===== src/svwd_defs.vh =====
// Constants for the supervisor watchdog and status logic.
`ifndef SVWD_DEFS_VH
`define SVWD_DEFS_VH

// Reference clock and nominal internal oscillator, in hertz.
`define SVWD_REF_CLK_HZ      125000000
`define SVWD_INT_OSC_HZ      10240
// Reference cycles per internal oscillator period, 125 MHz over 10.24 kHz
// rounded down, sized to the divider width.
`define SVWD_INT_DIV_CYCLES  16'h2FAF

// Internal-oscillator times in milliseconds.
`define SVWD_T_SHORT_MS      100
`define SVWD_T_LONG_MS       1600
`define SVWD_T_RST_MS        50
`define SVWD_T_RST_LONG_MS   200
// The same times as counts of 10.24 kHz oscillator periods.
`define SVWD_INT_SHORT_TICKS 16'h0400
`define SVWD_INT_LONG_TICKS  16'h4000
`define SVWD_INT_RST_TICKS   16'h0200
`define SVWD_INT_RSTL_TICKS  16'h0800

// External timebase counts, in timebase clocks.
`define SVWD_EXT_SHORT_TICKS 16'h0400
`define SVWD_EXT_LONG_TICKS  16'h1000
`define SVWD_EXT_RST_TICKS   16'h0200
`define SVWD_EXT_RSTL_TICKS  16'h0800

// Width of the tick counters.
`define SVWD_CNT_W           16
// Width of the internal divider.
`define SVWD_DIV_W           16

// Reset values of the outputs.
`define SVWD_RST_OUT_N       1'h0
`define SVWD_FLAG_N_RST      1'h1

`endif


===== src/svwd_supervisor.v =====
// Supervisor watchdog, reset pulse timing and status output logic.
`timescale 1ns/1ps
`include "svwd_defs.vh"

module svwd_supervisor #(
   parameter [`SVWD_DIV_W-1:0] INT_DIV_CYCLES = `SVWD_INT_DIV_CYCLES
) (
   // Clock and reset
   input  wire ref_clk_in,
   input  wire rst_n_in,
   // Decoded analog conditions
   input  wire pf_sense_low_in,
   input  wire main_below_backup_in,
   input  wire supply_below_thresh_in,
   input  wire on_backup_supply_in,
   // Chip-select gating
   input  wire select_n_in,
   // Timebase selection
   input  wire timebase_source_sel_in,
   input  wire timebase_pin_in,
   input  wire long_reset_variant_in,
   // Three-level kick input, decoded
   input  wire kick_input_in,
   input  wire kick_float_in,
   // Status outputs
   output reg  power_fail_flag_n_out,
   output reg  select_n_out,
   output reg  on_backup_supply_out,
   output reg  supply_low_n_out,
   // Reset outputs
   output reg  reset_n_out,
   output reg  reset_out,
   // Watchdog flag
   output reg  kick_timeout_flag_n_out
);

   localparam [1:0] ST_RESET = 2'h1;
   localparam [1:0] ST_RUN   = 2'h2;

   localparam [`SVWD_CNT_W-1:0] INT_SHORT = `SVWD_INT_SHORT_TICKS;
   localparam [`SVWD_CNT_W-1:0] INT_LONG  = `SVWD_INT_LONG_TICKS;
   localparam [`SVWD_CNT_W-1:0] INT_RST   = `SVWD_INT_RST_TICKS;
   localparam [`SVWD_CNT_W-1:0] INT_RSTL  = `SVWD_INT_RSTL_TICKS;
   localparam [`SVWD_CNT_W-1:0] EXT_SHORT = `SVWD_EXT_SHORT_TICKS;
   localparam [`SVWD_CNT_W-1:0] EXT_LONG  = `SVWD_EXT_LONG_TICKS;
   localparam [`SVWD_CNT_W-1:0] EXT_RST   = `SVWD_EXT_RST_TICKS;
   localparam [`SVWD_CNT_W-1:0] EXT_RSTL  = `SVWD_EXT_RSTL_TICKS;

   wire                   tick;
   wire                   pin_level;

   // Condition synchronizers: first stage feeds only the second.
   reg                    pfl_meta_reg;
   reg                    pfl_sync_reg;
   reg                    mbb_meta_reg;
   reg                    mbb_sync_reg;
   reg                    sbt_meta_reg;
   reg                    sbt_sync_reg;
   reg                    bak_meta_reg;
   reg                    bak_sync_reg;
   reg                    kin_meta_reg;
   reg                    kin_sync_reg;
   reg                    kfl_meta_reg;
   reg                    kfl_sync_reg;
   reg                    sel_meta_reg;
   reg                    sel_sync_reg;
   reg                    lrv_meta_reg;
   reg                    lrv_sync_reg;
   reg                    kin_prev_reg;

   reg [1:0]              state_reg;
   reg [1:0]              state_next;
   reg [`SVWD_CNT_W-1:0]  rst_cnt_reg;
   reg [`SVWD_CNT_W-1:0]  rst_cnt_next;
   reg [`SVWD_CNT_W-1:0]  wd_cnt_reg;
   reg [`SVWD_CNT_W-1:0]  wd_cnt_next;
   reg                    long_mode_reg;
   reg                    long_mode_next;
   reg                    flag_n_next;
   reg                    reset_n_next;

   wire                   kick_edge;
   wire                   use_internal;
   wire [`SVWD_CNT_W-1:0] wd_limit;
   wire [`SVWD_CNT_W-1:0] rst_limit;

   // Chooses between the internal and external tick count for a period.
   function [`SVWD_CNT_W-1:0] pick;
      input                   internal;
      input [`SVWD_CNT_W-1:0] int_ticks;
      input [`SVWD_CNT_W-1:0] ext_ticks;
      begin
         pick = internal ? int_ticks : ext_ticks;
      end
   endfunction

   svwd_timebase #(
      .INT_DIV_CYCLES (INT_DIV_CYCLES)
   ) u_timebase (
      .ref_clk_in             (ref_clk_in),
      .rst_n_in               (rst_n_in),
      .timebase_source_sel_in (timebase_source_sel_in),
      .timebase_pin_in        (timebase_pin_in),
      .tick_out               (tick),
      .pin_level_out          (pin_level)
   );

   assign use_internal = sel_sync_reg;
   assign kick_edge    = (kin_sync_reg ^ kin_prev_reg) & ~kfl_sync_reg;

   // After a reset the long period holds; with the internal timebase the pin picks the normal one.
   assign wd_limit =
      long_mode_reg ? pick(use_internal, INT_LONG, EXT_LONG) :
      (use_internal ? (pin_level ? INT_LONG : INT_SHORT)
                    : EXT_SHORT);
   assign rst_limit = lrv_sync_reg ?
      pick(use_internal, INT_RSTL, EXT_RSTL) :
      pick(use_internal, INT_RST, EXT_RST);

   // Watchdog and reset pulse sequencing.
   always @* begin
      state_next     = state_reg;
      rst_cnt_next   = rst_cnt_reg;
      wd_cnt_next    = wd_cnt_reg;
      long_mode_next = long_mode_reg;
      flag_n_next    = kick_timeout_flag_n_out;
      reset_n_next   = reset_n_out;
      if (kick_edge) begin
         flag_n_next = 1'h1;
      end
      case (state_reg)
         ST_RESET: begin
            reset_n_next   = 1'h0;
            long_mode_next = 1'h1;
            wd_cnt_next    = {`SVWD_CNT_W{1'b0}};
            if (sbt_sync_reg) begin
               rst_cnt_next = {`SVWD_CNT_W{1'b0}};
            end else if (tick) begin
               if (rst_cnt_reg >= rst_limit - 16'h0001) begin
                  // Pulse over: the watchdog starts afresh on the long period.
                  rst_cnt_next = {`SVWD_CNT_W{1'b0}};
                  reset_n_next = 1'h1;
                  state_next   = ST_RUN;
               end else begin
                  rst_cnt_next = rst_cnt_reg + 16'h0001;
               end
            end
         end
         ST_RUN: begin
            reset_n_next = 1'h1;
            if (sbt_sync_reg) begin
               reset_n_next = 1'h0;
               state_next   = ST_RESET;
               wd_cnt_next  = {`SVWD_CNT_W{1'b0}};
            end else if (kfl_sync_reg) begin
               wd_cnt_next = {`SVWD_CNT_W{1'b0}};
               flag_n_next = 1'h1;
            end else if (kick_edge) begin
               wd_cnt_next    = {`SVWD_CNT_W{1'b0}};
               long_mode_next = 1'h0;
            end else if (tick) begin
               if (wd_cnt_reg >= wd_limit - 16'h0001) begin
                  wd_cnt_next  = {`SVWD_CNT_W{1'b0}};
                  flag_n_next  = 1'h0;
                  reset_n_next = 1'h0;
                  rst_cnt_next = {`SVWD_CNT_W{1'b0}};
                  state_next   = ST_RESET;
               end else begin
                  wd_cnt_next = wd_cnt_reg + 16'h0001;
               end
            end
         end
         default: begin
            state_next   = ST_RESET;
            reset_n_next = 1'h0;
         end
      endcase
      // A floating kick line keeps the flag high even during a reset pulse.
      if (kfl_sync_reg) begin
         flag_n_next = 1'h1;
      end
      if (sbt_sync_reg) begin
         flag_n_next = 1'h1;
      end
   end

   always @(posedge ref_clk_in) begin
      if (!rst_n_in) begin
         pfl_meta_reg <= 1'h0;
         pfl_sync_reg <= 1'h0;
         mbb_meta_reg <= 1'h0;
         mbb_sync_reg <= 1'h0;
         sbt_meta_reg <= 1'h1;
         sbt_sync_reg <= 1'h1;
         bak_meta_reg <= 1'h0;
         bak_sync_reg <= 1'h0;
         kin_meta_reg <= 1'h0;
         kin_sync_reg <= 1'h0;
         kfl_meta_reg <= 1'h1;
         kfl_sync_reg <= 1'h1;
         sel_meta_reg <= 1'h1;
         sel_sync_reg <= 1'h1;
         lrv_meta_reg <= 1'h0;
         lrv_sync_reg <= 1'h0;
         kin_prev_reg <= 1'h0;
      end else begin
         pfl_meta_reg <= pf_sense_low_in;
         pfl_sync_reg <= pfl_meta_reg;
         mbb_meta_reg <= main_below_backup_in;
         mbb_sync_reg <= mbb_meta_reg;
         sbt_meta_reg <= supply_below_thresh_in;
         sbt_sync_reg <= sbt_meta_reg;
         bak_meta_reg <= on_backup_supply_in;
         bak_sync_reg <= bak_meta_reg;
         kin_meta_reg <= kick_input_in;
         kin_sync_reg <= kin_meta_reg;
         kfl_meta_reg <= kick_float_in;
         kfl_sync_reg <= kfl_meta_reg;
         sel_meta_reg <= timebase_source_sel_in;
         sel_sync_reg <= sel_meta_reg;
         lrv_meta_reg <= long_reset_variant_in;
         lrv_sync_reg <= lrv_meta_reg;
         kin_prev_reg <= kin_sync_reg;
      end
   end

   always @(posedge ref_clk_in) begin
      if (!rst_n_in) begin
         state_reg               <= ST_RESET;
         rst_cnt_reg             <= {`SVWD_CNT_W{1'b0}};
         wd_cnt_reg              <= {`SVWD_CNT_W{1'b0}};
         long_mode_reg           <= 1'h1;
         reset_n_out             <= `SVWD_RST_OUT_N;
         reset_out               <= ~`SVWD_RST_OUT_N;
         kick_timeout_flag_n_out <= `SVWD_FLAG_N_RST;
      end else begin
         state_reg               <= state_next;
         rst_cnt_reg             <= rst_cnt_next;
         wd_cnt_reg              <= wd_cnt_next;
         long_mode_reg           <= long_mode_next;
         reset_n_out             <= reset_n_next;
         reset_out               <= ~reset_n_next;
         kick_timeout_flag_n_out <= flag_n_next;
      end
   end

   // Status outputs follow the synchronized conditions, and select_n_in directly, one cycle later.
   always @(posedge ref_clk_in) begin
      if (!rst_n_in) begin
         power_fail_flag_n_out <= 1'h0;
         select_n_out          <= 1'h1;
         on_backup_supply_out  <= 1'h0;
         supply_low_n_out      <= 1'h0;
      end else begin
         power_fail_flag_n_out <= ~(pfl_sync_reg | mbb_sync_reg);
         select_n_out          <= select_n_in | sbt_sync_reg;
         on_backup_supply_out  <= bak_sync_reg;
         supply_low_n_out      <= ~sbt_sync_reg;
      end
   end

endmodule


===== src/svwd_timebase.v =====
// Timebase tick generator: internal divider or external timebase pin.
`timescale 1ns/1ps
`include "svwd_defs.vh"

module svwd_timebase #(
   parameter [`SVWD_DIV_W-1:0] INT_DIV_CYCLES = `SVWD_INT_DIV_CYCLES
) (
   // Clock and reset
   input  wire ref_clk_in,
   input  wire rst_n_in,
   // Source selection and external pin
   input  wire timebase_source_sel_in,
   input  wire timebase_pin_in,
   // Tick and synchronized pin level
   output reg  tick_out,
   output wire pin_level_out
);

   reg                   pin_meta_reg;
   reg                   pin_sync_reg;
   reg                   pin_prev_reg;
   reg                   sel_meta_reg;
   reg                   sel_sync_reg;
   reg [`SVWD_DIV_W-1:0] div_reg;
   reg [`SVWD_DIV_W-1:0] div_next;
   reg                   tick_next;

   assign pin_level_out = pin_sync_reg;

   always @* begin
      div_next  = div_reg;
      tick_next = 1'h0;
      if (sel_sync_reg) begin
         if (div_reg >= INT_DIV_CYCLES - 16'h0001) begin
            div_next  = {`SVWD_DIV_W{1'b0}};
            tick_next = 1'h1;
         end else begin
            div_next = div_reg + 16'h0001;
         end
      end else begin
         // Each rising edge of the external clock or RC swing is a tick.
         div_next  = {`SVWD_DIV_W{1'b0}};
         tick_next = pin_sync_reg & ~pin_prev_reg;
      end
   end

   always @(posedge ref_clk_in) begin
      if (!rst_n_in) begin
         pin_meta_reg <= 1'h0;
         pin_sync_reg <= 1'h0;
         pin_prev_reg <= 1'h0;
         sel_meta_reg <= 1'h1;
         sel_sync_reg <= 1'h1;
         div_reg      <= {`SVWD_DIV_W{1'b0}};
         tick_out     <= 1'h0;
      end else begin
         pin_meta_reg <= timebase_pin_in;
         pin_sync_reg <= pin_meta_reg;
         pin_prev_reg <= pin_sync_reg;
         sel_meta_reg <= timebase_source_sel_in;
         sel_sync_reg <= sel_meta_reg;
         div_reg      <= div_next;
         tick_out     <= tick_next;
      end
   end

endmodule


===== config.mk =====
export PLATFORM = sky130hd
export DESIGN_NAME = svwd_supervisor
export DESIGN_NICKNAME = d
export VERILOG_FILES = /design/src/svwd_supervisor.v /design/src/svwd_timebase.v
export VERILOG_INCLUDE_DIRS = /design/src
export SDC_FILE = /design/constraint.sdc
export NUM_CORES = 1
export LEC_CHECK = 0
export ABC_AREA = 1
export ABC_CLOCK_PERIOD_IN_PS = 2400
export BUFFER_PORTS_ARGS = -buffer_cell sky130_fd_sc_hd__buf_2
export CAP_MARGIN = 40
export CORE_AREA = 4 4 83 85
export CTS_BUF_LIST = sky130_fd_sc_hd__clkbuf_16
export DETAILED_ROUTE_END_ITERATION = 7
export DIE_AREA = 0 0 87 89
export PLACE_DENSITY_LB_ADDON = 0.15
export SYNTH_ARGS = -nofsm -noshare
export SYNTH_HDL_FRONTEND = slang
export SYNTH_SLANG_ARGS = --single-unit

===== constraint.sdc =====
create_clock -name ref_clk_in -period 2.4 [get_ports ref_clk_in]
set_input_delay 0.6 -clock ref_clk_in [delete_from_list [all_inputs] [get_ports ref_clk_in]]
set_output_delay 0.6 -clock ref_clk_in [all_outputs]
set_load 0.01 [all_outputs]

======== Word-level counts from Yosys, hierarchy flattened ========
Index checks and enable logic that the tools add are counted.
storage, ports and cells
  register bits ........................... 79
  bits in latches ......................... 0
  memory bits (writable) .................. 0
  ROM bits ................................ 0
  bits of input ports ..................... 12
  output and inout bits ................... 7
  word-level logic and storage cells ...... 126
  memories kept ........................... 0
operators by class
  add/sub/neg operators ................... 5
  $mul .................................... 0
  div/mod/pow operators ................... 0
  magnitude comparators ................... 3
  eq/ne operators ......................... 17
  shift operators ......................... 0
  mux-type cells .......................... 49
  bitwise logic cells ..................... 12
  reductions and logical operators ........ 7
operators by type and width
  operator                 number
  $mux W16                 13
  $pmux W16 S2             2
  $mux W15                 4
  $add A16 B1 Y16 const B  3
  $ge A16 B16 Y1           2
  $mux W1                  18
  $ge A16 B14 Y1 const B   1
  $mux W2                  8
  $sub A15 B1 Y16 const B  1
  $ne A2 B2 Y1 const B     7
  $reduce_and A7 Y1        2
  $sub A12 B1 Y13 const B  1
  $mux W12                 1
  $ne A3 B3 Y1 const B     3
  $not A1 Y1               7
  $ne A3 B2 Y1 const B     2
  $reduce_or A3 Y1         2
  $ne A5 B4 Y1 const B     1
  $ne A2 B1 Y1 const B     2
  $pmux W1 S2              2
  $pmux W2 S2              1
  $reduce_and A4 Y1        1
  $and A1 B1 Y1            2
  $eq A2 B1 Y1 const B     1
  other kinds (5)          6

======== Depth between registers and ports, before layout ========
Gate-level depths: netlist of the first run.
  depth in word-level cells ............... 12
  mapped depth ............................ 15
  gate-level depth less buffers ........... 15

======== Cells and area by module ========
From an unflattened synthesis of the first run, not the netlist that was laid out.
second synthesis, totals
  cell total of the unflattened synthesis .. 558
  area, all modules ....................... 4,098.9 sq um
modules (own cells, without submodules)
  module           instances  cells each  area each (sq um)
  svwd_supervisor  1          435         3,093.0
  svwd_timebase    1          123         1,006.0

======== Worst setup path before layout of the first run ========
OpenSTA, ideal clock, no wires.
  kind .................................... flip-flop to flip-flop
  start ................................... register u_timebase.pin_sync_reg (netlist: u_timebase.pin_level_out)
  end ..................................... register rst_cnt_reg[1]
  arrival ................................. 1,691 ps
  required time ........................... 2,272 ps
  slack ................................... 582 ps
  stages on the path, launching flop included .. 15
  path buffers ............................ 1
  period minus slack after synthesis ...... 1,818 ps
  path through ............................ dfxtp_1 o21ai_0 ha_1 nand2_1 inv_1 nand2_1 nor2_1 nand2_1 nand2_2 nand2_2 nand2_2 nand2_4 buf_6 o21ai_1 nor2_1
on the way
  longest elaborated chain between the ends .. 7
ends and longest elaborated chain
  item                         line                   source
  start: declaration           svwd_timebase.v:20     reg pin_sync_reg;
  start signal: assignment     svwd_timebase.v:58     pin_sync_reg <= pin_meta_reg;
  $mux W15 (2 in a row)        svwd_supervisor.v:114  (use_internal ? (pin_level ? INT_LONG : INT_SHORT)
  $mux W15                     svwd_supervisor.v:113  long_mode_reg ? pick(use_internal, INT_LONG, EXT_LONG) :
  $sub A15 B1 Y16              svwd_supervisor.v:162  if (wd_cnt_reg >= wd_limit - 16'h0001) begin
  $ge A16 B16 Y1               svwd_supervisor.v:162
  $ne A2 B2 Y1 (no line)       -
  $reduce_and A7 Y1 (no line)  -
  end signal: assignment       svwd_supervisor.v:230  rst_cnt_reg <= {`SVWD_CNT_W{1'b0}};
  end signal: assignment       svwd_supervisor.v:238  rst_cnt_reg <= rst_cnt_next;
  end: declaration             svwd_supervisor.v:73   reg [`SVWD_CNT_W-1:0] rst_cnt_reg;
Every way passes these cells.
A chain may end at the register's enable or synchronous reset.

======== Worst setup path in the final report of the first run ========
  start ................................... register long_mode_reg
  end ..................................... register rst_cnt_reg[10]
on the way
  longest elaborated chain between the ends .. 5
ends and longest elaborated chain
  item                         line                   source
  start: declaration           svwd_supervisor.v:77   reg long_mode_reg;
  start signal: assignment     svwd_supervisor.v:240  long_mode_reg <= long_mode_next;
  $mux W15                     svwd_supervisor.v:113
  $sub A15 B1 Y16              svwd_supervisor.v:162
  $ge A16 B16 Y1               svwd_supervisor.v:162
  $ne A2 B2 Y1 (no line)       -
  $reduce_and A7 Y1 (no line)  -
Every way passes these cells.

==> reports/qor.yml, run 1 <==
power:
  vdd_drop_max_mv: 0.572
  total_leakage_power_nw: 1.87
  p_clk_share_pct: 51.5
  pwr_density_cell_mw_per_mm2: 717
  combPwrFrac_pct: 2.7
  p_seq_share_pct: 45.8
  power.switching_w: 0.000643
  power.internal_w: 0.00230
  switching_share_pct: 21.9
floorplanning:
  die-area_mm2: 0.00774
  coreArea_mm2: 0.00620
  start_util_pct: 58.1
  rows: 29
  ios: 19
  die_w_um: 87
  fp.dieH_um: 89
layout:
  regArea_mm2: 0.00158
  syn_to_final_growth_pct: 13.8
  multi_input_area_mm2: 0.00169
  final_common_cell: "nand2_1"
  nets: 546
  antenna-diode-count: 0
  stdcell_count: 604
  final_layout_size_suffix_gt1_share_pct: 11.8
  fill_cells: 542
  layout_common_cells: "nand2_1 (119), dfxtp_1 (79), nor2_1 (73), inv_1 (73), nand3_1 (33)"
grt:
  grt_util_all_layers_pct: 19.9
  grt_pass1_vias: 2906
  grt_pass1_wl_um: 12200
  grt_max_degree: 31
  antenna_found_initial: 0
  grt_overflow_total: 0
critical_path:
  crit_path_start_kind: "flop"
  path_cells: "o21ai_0 > ha_1 > nand2_1 > inv_1 > nand2_1 > nor2_1 > nand2_1 > nand2_2 > nand2_2 > nand2_2 > nand2_4 > nand2_1 > nand2_1 > nand2_1 > inv_1"
  end_kind: "flop"
  slowest_stage: "dfxtp_1"
  max_stage_delay_ns: 0.37
  required_ns: 2.64
  cp_max_fo: 17
  path_common_cell: "nand2_1"
  cp_data_arrival_time_ns: 2.34
  crit_type: "flop to flop"
run:
  cap_violations: 0
detailed_routing:
  drt_iter0_markers: 137
  drtAntennaViolNets: 0
  drc_errors: 0
  vias: 3053
  wl_per_cell_um: 11.6
  drt-total-wl_um: 6980
  viasPerCell: 5.05
  dr.pass1.iters: 4
yosys:
  synthMuxAreaShare_pct: 0
  yosysSeqAreaShare_pct: 43.9
  synth.largest_area_cell: "dfxtp_1"
  syn_area_mm2: 0.00360
  netlist_instances: 499
  synth_cell_type_count: 33
  synth.ff_latch_count: 79
  yosys.area_share.simple_pct: 32.9
  syn_avg_cell_area_um2: 7.22
  ys_warn_count: 0
  synth_compound_area_share_pct: 6.32
  synth_top_family_by_area: "simple AND/OR/NAND/NOR gates"
  synthAdderAreaFrac_pct: 4.17
  ys_top_cells_by_area: "dfxtp_1 (44%), nand2_1 (12%), inv_1 (7.6%)"
  synth_xor_area_share_pct: 3.40
  yosys.area.top_type_share_pct: 43.9
cts:
  htree_levels: 3
  cts_tree: "yes"
  cts_sinks: 79
  cts_buffers: 9
  cts_hold_buffers: 0
  clockBufferDepth: 2
  root_buffer: "clkbuf_16"
  clock_latency_ns: 0.34
  postCtsSetupRepairBufs: 0
  postCtsResizedCells: 0
  clkTransAtPathRegs_ns: 0.06
sta:
  final.setup.tns_ns: 0
  drv_slew: 0
  max_freq_mhz: 476
  finalSetupViolations: 0
  slew_headroom_pct: 55.1
  rsz0062_at_grt: "no"
  tightest_slew_ns: 0.672
  layout_min_cycle_time_ns: 2.10
  hold_viol_final: 0
  fin_crit_sh_pct: 87.6
  finClkSkew_ns: 0.00482
place:
  numPortBuffers: 18
  gp_congestion: 0.885
  place_hpwl_um: 4910
  placed_cells: 588
status:
  status: "finished clean"
hold_path:
  hold_class: "flop to flop"
-- layout make-up --
type / instances / share of cell area, %
Clock buffer: 9 / 5.49
Clock inverter: 7 / 2.65
Inverter: 77 / 7.05
Multi-Input combinational cell: 335 / 41.3
Sequential cell: 79 / 38.6
Tap cell: 77 / 2.35
Timing Repair Buffer: 20 / 2.56
-- synth_stat cells --
| cell | instances |
|---|---|
| nor3_2 | 1 |
| nand3b_1 | 3 |
| nand2_2 | 5 |
| or2_2 | 6 |
| nor4_1 | 1 |
| a22oi_4 | 1 |
| inv_1 | 73 |
| a21oi_1 | 16 |
| o21ai_2 | 1 |
| ha_1 | 12 |
| conb_1 | 1 |
| xor2_1 | 10 |
| o31ai_1 | 2 |
| o21ai_0 | 9 |
| o21ai_1 | 3 |
| nand2_1 | 119 |
| nor2_4 | 1 |
| a21boi_2 | 1 |
| nand3_1 | 33 |
| clkbuf_1 | 7 |
| nor2_2 | 1 |
| buf_2 | 1 |
| inv_2 | 4 |
| nor2_1 | 73 |
| nor3b_2 | 2 |
| nor3_1 | 13 |
| xnor2_1 | 4 |
| nand4_1 | 10 |
| dfxtp_1 | 79 |
| buf_6 | 1 |
| o21bai_1 | 3 |
| a31o_2 | 1 |
| nand2_4 | 2 |
-- metal layers --
metal / global-route usage [%] / wire [um] / share of wire [%]
met1: 22.7 / 3140 / 45
met2: 35.1 / 3390 / 49
met4: 7.37 / 140 / 2.0
met3: 5.99 / 316 / 4.5
met5: 0 / 0 / 0
-- per-stage QoR --
step                      instance area [um^2]  total power (W)  hold WS [ns]  setup slack, ns  util (%)
after floorplan                           3610          0.00143         0.373            0.582         -
after global placement                    3770          0.00145         0.379            0.391      60.7
after detailed placement                  3770          0.00145         0.396            0.356      60.7
after CTS                                 4100          0.00297         0.406            0.319      66.1
after global routing                      4100          0.00303         0.411           0.0560      66.1
final                                     4100          0.00294         0.400            0.298      66.1
-- power by group through the flow --
stage / sequential (W) / clock (W) / combinational (W)
CTS: 0.00135 / 0.00155 / 0.0000809
global placement: 0.00137 / 0 / 0.0000780
finish: 0.00135 / 0.00151 / 0.0000797
floorplan: 0.00137 / 0 / 0.0000559
detailed placement: 0.00137 / 0 / 0.0000800
global route: 0.00135 / 0.00159 / 0.0000927
-- worst max-delay path, delay by kind of cell, from the launching register on --
kind / cells / cell delay, ns
simple gates: 11 / 1.06
flops: 1 / 0.37
fa+ha+maj: 1 / 0.31
compound gates: 1 / 0.14
buf+inv: 2 / 0.10
-- kinds of logic after synthesis --
family | count (synthesis)
compound gates | 37
simple gates | 270
fa+ha+maj | 12
buf+inv | 86
flops | 79
other cells | 1
xor+xnor | 14
-- final timing paths --
check,from,end,slack [ns],cells after the start
setup reg to reg,long_mode_reg$_SDFFE_PN1P_,rst_cnt_reg[10]$_SDFFE_PN0P_,0.30,15
setup / recovery,long_mode_reg$_SDFFE_PN1P_,rst_cnt_reg[10]$_SDFFE_PN0P_,0.30,15
hold / removal,mbb_sync_reg$_SDFF_PN0_,power_fail_flag_n_out$_SDFF_PN0_,0.40,1
hold reg to reg,mbb_sync_reg$_SDFF_PN0_,power_fail_flag_n_out$_SDFF_PN0_,0.40,1
(Power assumes the default switching activity.)
==> run 2, diff against run 1 <==
--- a/config.mk
+++ b/config.mk
@@ -14,7 +14,7 @@
 export CTS_BUF_LIST = sky130_fd_sc_hd__clkbuf_16
 export DETAILED_ROUTE_END_ITERATION = 7
 export DIE_AREA = 0 0 87 89
-export PLACE_DENSITY_LB_ADDON = 0.15
+export PLACE_DENSITY = 0.77
 export SYNTH_ARGS = -nofsm -noshare
 export SYNTH_HDL_FRONTEND = slang
 export SYNTH_SLANG_ARGS = --single-unit
==> run 2 against run 1 <==
Non-clock buffer count fell by 1. Global-route usage up 0.66 points. Final area is 1.1% lower. Worst setup slack better by 0.0065 ns. Fmax grew 0.31%. Largest cell class unchanged.
==> reports/qor.yml, run 2 (synthesized netlist as in run 1, its figures left out) <==
status:
  status: "finished clean"
sta:
  max_freq_mhz: 477
  drv_slew: 0
  rsz0062_at_grt: "no"
  slew_headroom_pct: 56.9
  holdWs_ns: 0.398
  finClkSkew_ns: 0.00671
  finalSetupViolations: 0
  hold_viol_final: 0
  layout_min_cycle_time_ns: 2.10
  tightest_slew_ns: 0.646
  fin_crit_sh_pct: 87.3
  final.setup.tns_ns: 0
power:
  p_seq_share_pct: 48.7
  combPwrFrac_pct: 2.9
  switching_share_pct: 21.4
  power.internal_w: 0.00217
  power.switching_w: 0.000591
  total_leakage_power_nw: 1.84
  vdd_drop_max_mv: 0.535
  p_clk_share_pct: 48.4
  pwr_density_cell_mw_per_mm2: 681
floorplanning:
  die_w_um: 87
  ios: 19
  coreArea_mm2: 0.00620
  start_util_pct: 58.1
  fp.dieH_um: 89
  die-area_mm2: 0.00774
  rows: 29
cts:
  cts_buffers: 9
  cts_sinks: 79
  clkTransAtPathRegs_ns: 0.06
  root_buffer: "clkbuf_16"
  clockBufferDepth: 2
  postCtsResizedCells: 0
  clock_latency_ns: 0.33
  cts_tree: "yes"
  postCtsSetupRepairBufs: 0
  htree_levels: 3
  cts_hold_buffers: 0
critical_path:
  crit_path_start_kind: "flop"
  path_cells: "o21ai_0 > ha_1 > nand2_1 > nand2_1 > nor2_1 > nand2_1 > inv_1 > nand2_2 > nand2_2 > nand2_2 > nand2_4 > nand2_1 > o21ai_1 > nor2_1"
  required_ns: 2.60
  path_delay_family: "simple AND/OR/NAND/NOR gates"
  reg2reg_depth: 14
  end_kind: "flop"
  cp.depth: 14
  cp_num_buf_inv: 1
  path_common_cell: "nand2_1"
  cp_max_fo: 17
  slowest_stage: "dfxtp_1"
  cp_data_arrival_time_ns: 2.29
  crit_type: "flop to flop"
  max_stage_delay_ns: 0.33
detailed_routing:
  wl_per_cell_um: 11.6
  drc_errors: 0
  vias: 3071
  dr.pass1.iters: 4
  drt_iter0_markers: 166
  drtAntennaViolNets: 0
  viasPerCell: 5.09
  drt-total-wl_um: 6970
grt:
  grt_util_all_layers_pct: 20.5
  grt_max_degree: 31
  antenna_found_initial: 0
  grt_pass1_vias: 3009
  grt_overflow_total: 0
  grt_pass1_wl_um: 12800
place:
  gp_congestion: 0.874
  placed_cells: 587
  place_hpwl_um: 4920
  placed_cell_area_mm2: 0.00376
  numPortBuffers: 18
layout:
  final_layout_size_suffix_gt1_share_pct: 11.2
  final_common_cell: "nand2_1"
  antenna-diode-count: 0
  syn_to_final_growth_pct: 12.5
  layout_common_cells: "nand2_1 (119), dfxtp_1 (79), inv_1 (74)"
  nets: 545
  fill_cells: 529
  fin_area_mm2: 0.00406
  final_util_pct: 65.4
  stdcell_count: 603
hold_path:
  whs_path_depth: 1
  hold_class: "flop to flop"
run:
  cap_violations: 0
==> run 2: worst reg2reg max path, delay by kind of cell, from the launching register on <==
family                     cells  cell delay (ns)
and+or+nand+nor               10             0.94
DFF                            1             0.33
AOI/OAI and AO/OA              2             0.33
adders and majority gates      1             0.31
buffers and inverters          1             0.05
==> run 2: final cells by class <==
| cell class | count | area (um^2) | area share [%] |
|---|---|---|---|
| clock buffers | 9 | 225 | 5.55 |
| well taps | 77 | 96.3 | 2.38 |
| clock inverters | 7 | 71.3 | 1.76 |
| repair buffers | 19 | 97.6 | 2.41 |
| inverters | 77 | 289 | 7.13 |
| multi-input cells | 335 | 1690 | 41.8 |
| flip-flops and latches | 79 | 1580 | 39.0 |
==> run 2: final timing paths <==
path / from / end / slack (ns)
max: u_timebase.pin_level_out$_SDFF_PN0_ / rst_cnt_reg[1]$_SDFFE_PN0P_ / 0.30
min: pfl_sync_reg$_SDFF_PN0_ / power_fail_flag_n_out$_SDFF_PN0_ / 0.40
max reg2reg: u_timebase.pin_level_out$_SDFF_PN0_ / rst_cnt_reg[1]$_SDFFE_PN0P_ / 0.30
min reg2reg: pfl_sync_reg$_SDFF_PN0_ / power_fail_flag_n_out$_SDFF_PN0_ / 0.40
==> run 2: power groups by stage <==
stage           logic, W  registers (W)  clock network (W)
4_1_cts        0.0000808        0.00135            0.00137
6_report       0.0000797        0.00135            0.00134
3_5_place_dp   0.0000802        0.00137                  0
3_3_place_gp   0.0000765        0.00137                  0
5_1_grt        0.0000930        0.00135            0.00142
2_1_floorplan  0.0000559        0.00137                  0
==> run 2: stage by stage <==
stage / setup WS (ns) / power (W)
2_1_floorplan: 0.582 / 0.00143
3_3_place_gp: 0.402 / 0.00145
3_5_place_dp: 0.354 / 0.00145
4_1_cts: 0.328 / 0.00279
5_1_grt: 0.0336 / 0.00286
6_report: 0.304 / 0.00276
==> run 2: metal layers <==
| layer | GRT usage [%] | vias up | routed length [um] |
|---|---|---|---|
| met3 | 3.41 | 14 | 328 |
| met2 | 36.0 | 61 | 3350 |
| met4 | 9.21 | 0 | 143 |
| met5 | 0 | - | 0 |
| met1 | 24.7 | 1395 | 3150 |
| li1 | - | 1601 | - |
==> run 3, diff against run 2 <==
--- a/config.mk
+++ b/config.mk
@@ -7,7 +7,7 @@
 export NUM_CORES = 1
 export LEC_CHECK = 0
 export ABC_AREA = 1
-export ABC_CLOCK_PERIOD_IN_PS = 2400
+export ABC_CLOCK_PERIOD_IN_PS = 2560
 export BUFFER_PORTS_ARGS = -buffer_cell sky130_fd_sc_hd__buf_2
 export CAP_MARGIN = 40
 export CORE_AREA = 4 4 83 85
@@ -15,6 +15,8 @@
 export DETAILED_ROUTE_END_ITERATION = 7
 export DIE_AREA = 0 0 87 89
 export PLACE_DENSITY = 0.77
+export REMOVE_ABC_BUFFERS = 1
+export SETUP_SLACK_MARGIN = 0.2
 export SYNTH_ARGS = -nofsm -noshare
 export SYNTH_HDL_FRONTEND = slang
 export SYNTH_SLANG_ARGS = --single-unit
==> constraint.sdc (replaced) <==
create_clock -name ref_clk_in -period 2.56 [get_ports ref_clk_in]
set_input_delay 0.64 -clock ref_clk_in [delete_from_list [all_inputs] [get_ports ref_clk_in]]
set_output_delay 0.64 -clock ref_clk_in [all_outputs]
set_load 0.01 [all_outputs]
==> run 3 against run 2 <==
Final cell count unchanged. Critical path type unchanged. Largest cell class unchanged. Sequential share of layout area up 0.17 points. Clock skew rose by 0.0015 ns. Hold slack got worse by 0.0064 ns. Count of clock-buffer cells in the layout did not move. Non-clock buffer count unchanged. Critical endpoint is now rst_cnt_reg[10]$_SDFFE_PN0P_. Via count decreased by 0.78%.
==> reports/qor.yml, run 3 (synthesized netlist as in run 1, its figures left out) <==
status:
  status: "finished clean"
place:
  numPortBuffers: 18
  dp_slack_ns: 0.457
  place_hpwl_um: 5190
  gp_congestion: 0.880
cts:
  postCtsResizedCells: 0
  cts_hold_buffers: 0
  postCtsSetupRepairBufs: 0
  cts_sinks: 79
  clkTransAtPathRegs_ns: 0.06
  cts_buffers: 9
  clockBufferDepth: 2
  root_buffer: "clkbuf_16"
  cts_tree: "yes"
  htree_levels: 3
  clock_latency_ns: 0.34
layout:
  layout_common_cells: "nand2_1 (119), dfxtp_1 (79), nor2_1 (73), inv_1 (73), nand3_1 (33)"
  final_layout_size_suffix_gt1_share_pct: 11.6
  final_common_cell: "nand2_1"
  nets: 545
  antenna-diode-count: 0
  fill_cells: 538
  syn_to_final_growth_pct: 12.0
  final_util_pct: 65.1
sta:
  slew_headroom_pct: 58.6
  max_freq_mhz: 468
  final.setup.tns_ns: 0
  hold_viol_final: 0
  tightest_slew_ns: 0.620
  finalSetupViolations: 0
  setup_ws_ns: 0.425
  rsz0062_at_grt: "no"
  drv_slew: 0
  finClkSkew_ns: 0.00820
  fin_crit_sh_pct: 83.4
  holdWs_ns: 0.392
  layout_min_cycle_time_ns: 2.14
floorplanning:
  fp.dieH_um: 89
  coreArea_mm2: 0.00620
  ios: 19
  die-area_mm2: 0.00774
  die_w_um: 87
  rows: 29
  start_util_pct: 58.1
detailed_routing:
  drc_errors: 0
  vias: 3047
  drt_iter0_markers: 96
  drtAntennaViolNets: 0
  drt-total-wl_um: 7250
  wl_per_cell_um: 12.0
  viasPerCell: 5.05
  dr.pass1.iters: 5
run:
  cap_violations: 0
power:
  total_power_w: 0.00253
  vdd_drop_max_mv: 0.446
  pwr_density_cell_mw_per_mm2: 626
  total_leakage_power_nw: 1.83
grt:
  grt_pass1_vias: 2892
  grt_max_degree: 23
  grt_util_all_layers_pct: 20.1
  grt_overflow_total: 0
  grt_pass1_wl_um: 12200
  antenna_found_initial: 0
hold_path:
  whs_path_depth: 1
  hold_class: "flop to flop"
critical_path:
  crit_type: "flop to flop"
  rrSetupSlack_ns: 0.42
  cp_data_arrival_time_ns: 2.37
  crit_path_start_kind: "flop"
  end_kind: "flop"
  cp_max_fo: 17
  required_ns: 2.80
  reg2reg_depth: 15
==> run 3: layer usage <==
layer	track usage, %	routed length [um]	vias up
met1	23.3	3250	1364
met4	10.3	153	0
met2	33.7	3550	66
li1	-	-	1603
met3	6.08	308	14
met5	0	0	-
==> run 3: stage by stage <==
stage | instances | cell area [um^2]
2_1_floorplan | 491 | 3560
3_3_place_gp | 587 | 3760
3_5_place_dp | 587 | 3760
4_1_cts | 603 | 4040
5_1_grt | 603 | 4040
6_report | 603 | 4040
==> run 3: cell type report <==
| type | instances | area (um^2) | area share, % |
|---|---|---|---|
| Inverter | 77 | 289 | 7.16 |
| Tap cell | 77 | 96.3 | 2.39 |
| Sequential cell | 79 | 1580 | 39.2 |
| Timing Repair Buffer | 19 | 97.6 | 2.42 |
| Multi-Input combinational cell | 335 | 1690 | 42.0 |
| Clock buffer | 9 | 225 | 5.58 |
| Clock inverter | 7 | 53.8 | 1.33 |
==> run 3: where the power goes <==
group	internal (W)	switching (W)	total, W
Combinational	0.0000265	0.0000493	0.0000758
Clock	0.000664	0.000525	0.00119
Sequential	0.00125	0.0000110	0.00126
==> run 3: worst paths after layout <==
check / end / from
setup / recovery: rst_cnt_reg[10]$_SDFFE_PN0P_ / u_timebase.pin_level_out$_SDFF_PN0_
hold / removal: power_fail_flag_n_out$_SDFF_PN0_ / mbb_sync_reg$_SDFF_PN0_
setup reg to reg: rst_cnt_reg[10]$_SDFFE_PN0P_ / u_timebase.pin_level_out$_SDFF_PN0_
hold reg to reg: power_fail_flag_n_out$_SDFF_PN0_ / mbb_sync_reg$_SDFF_PN0_
==> run 3: worst max-delay path: stages (launching register included) <==
cell and delay (ns):
dfxtp_1 0.40, o21ai_0 0.14, ha_1 0.32, nand2_1 0.05
inv_1 0.06, nand2_1 0.05, nor2_1 0.11, nand2_1 0.07
nand2_2 0.16, nand2_2 0.09, nand2_2 0.15, nand2_4 0.15
nand2_1 0.11, nand2_1 0.06, nand2_1 0.07, inv_1 0.03
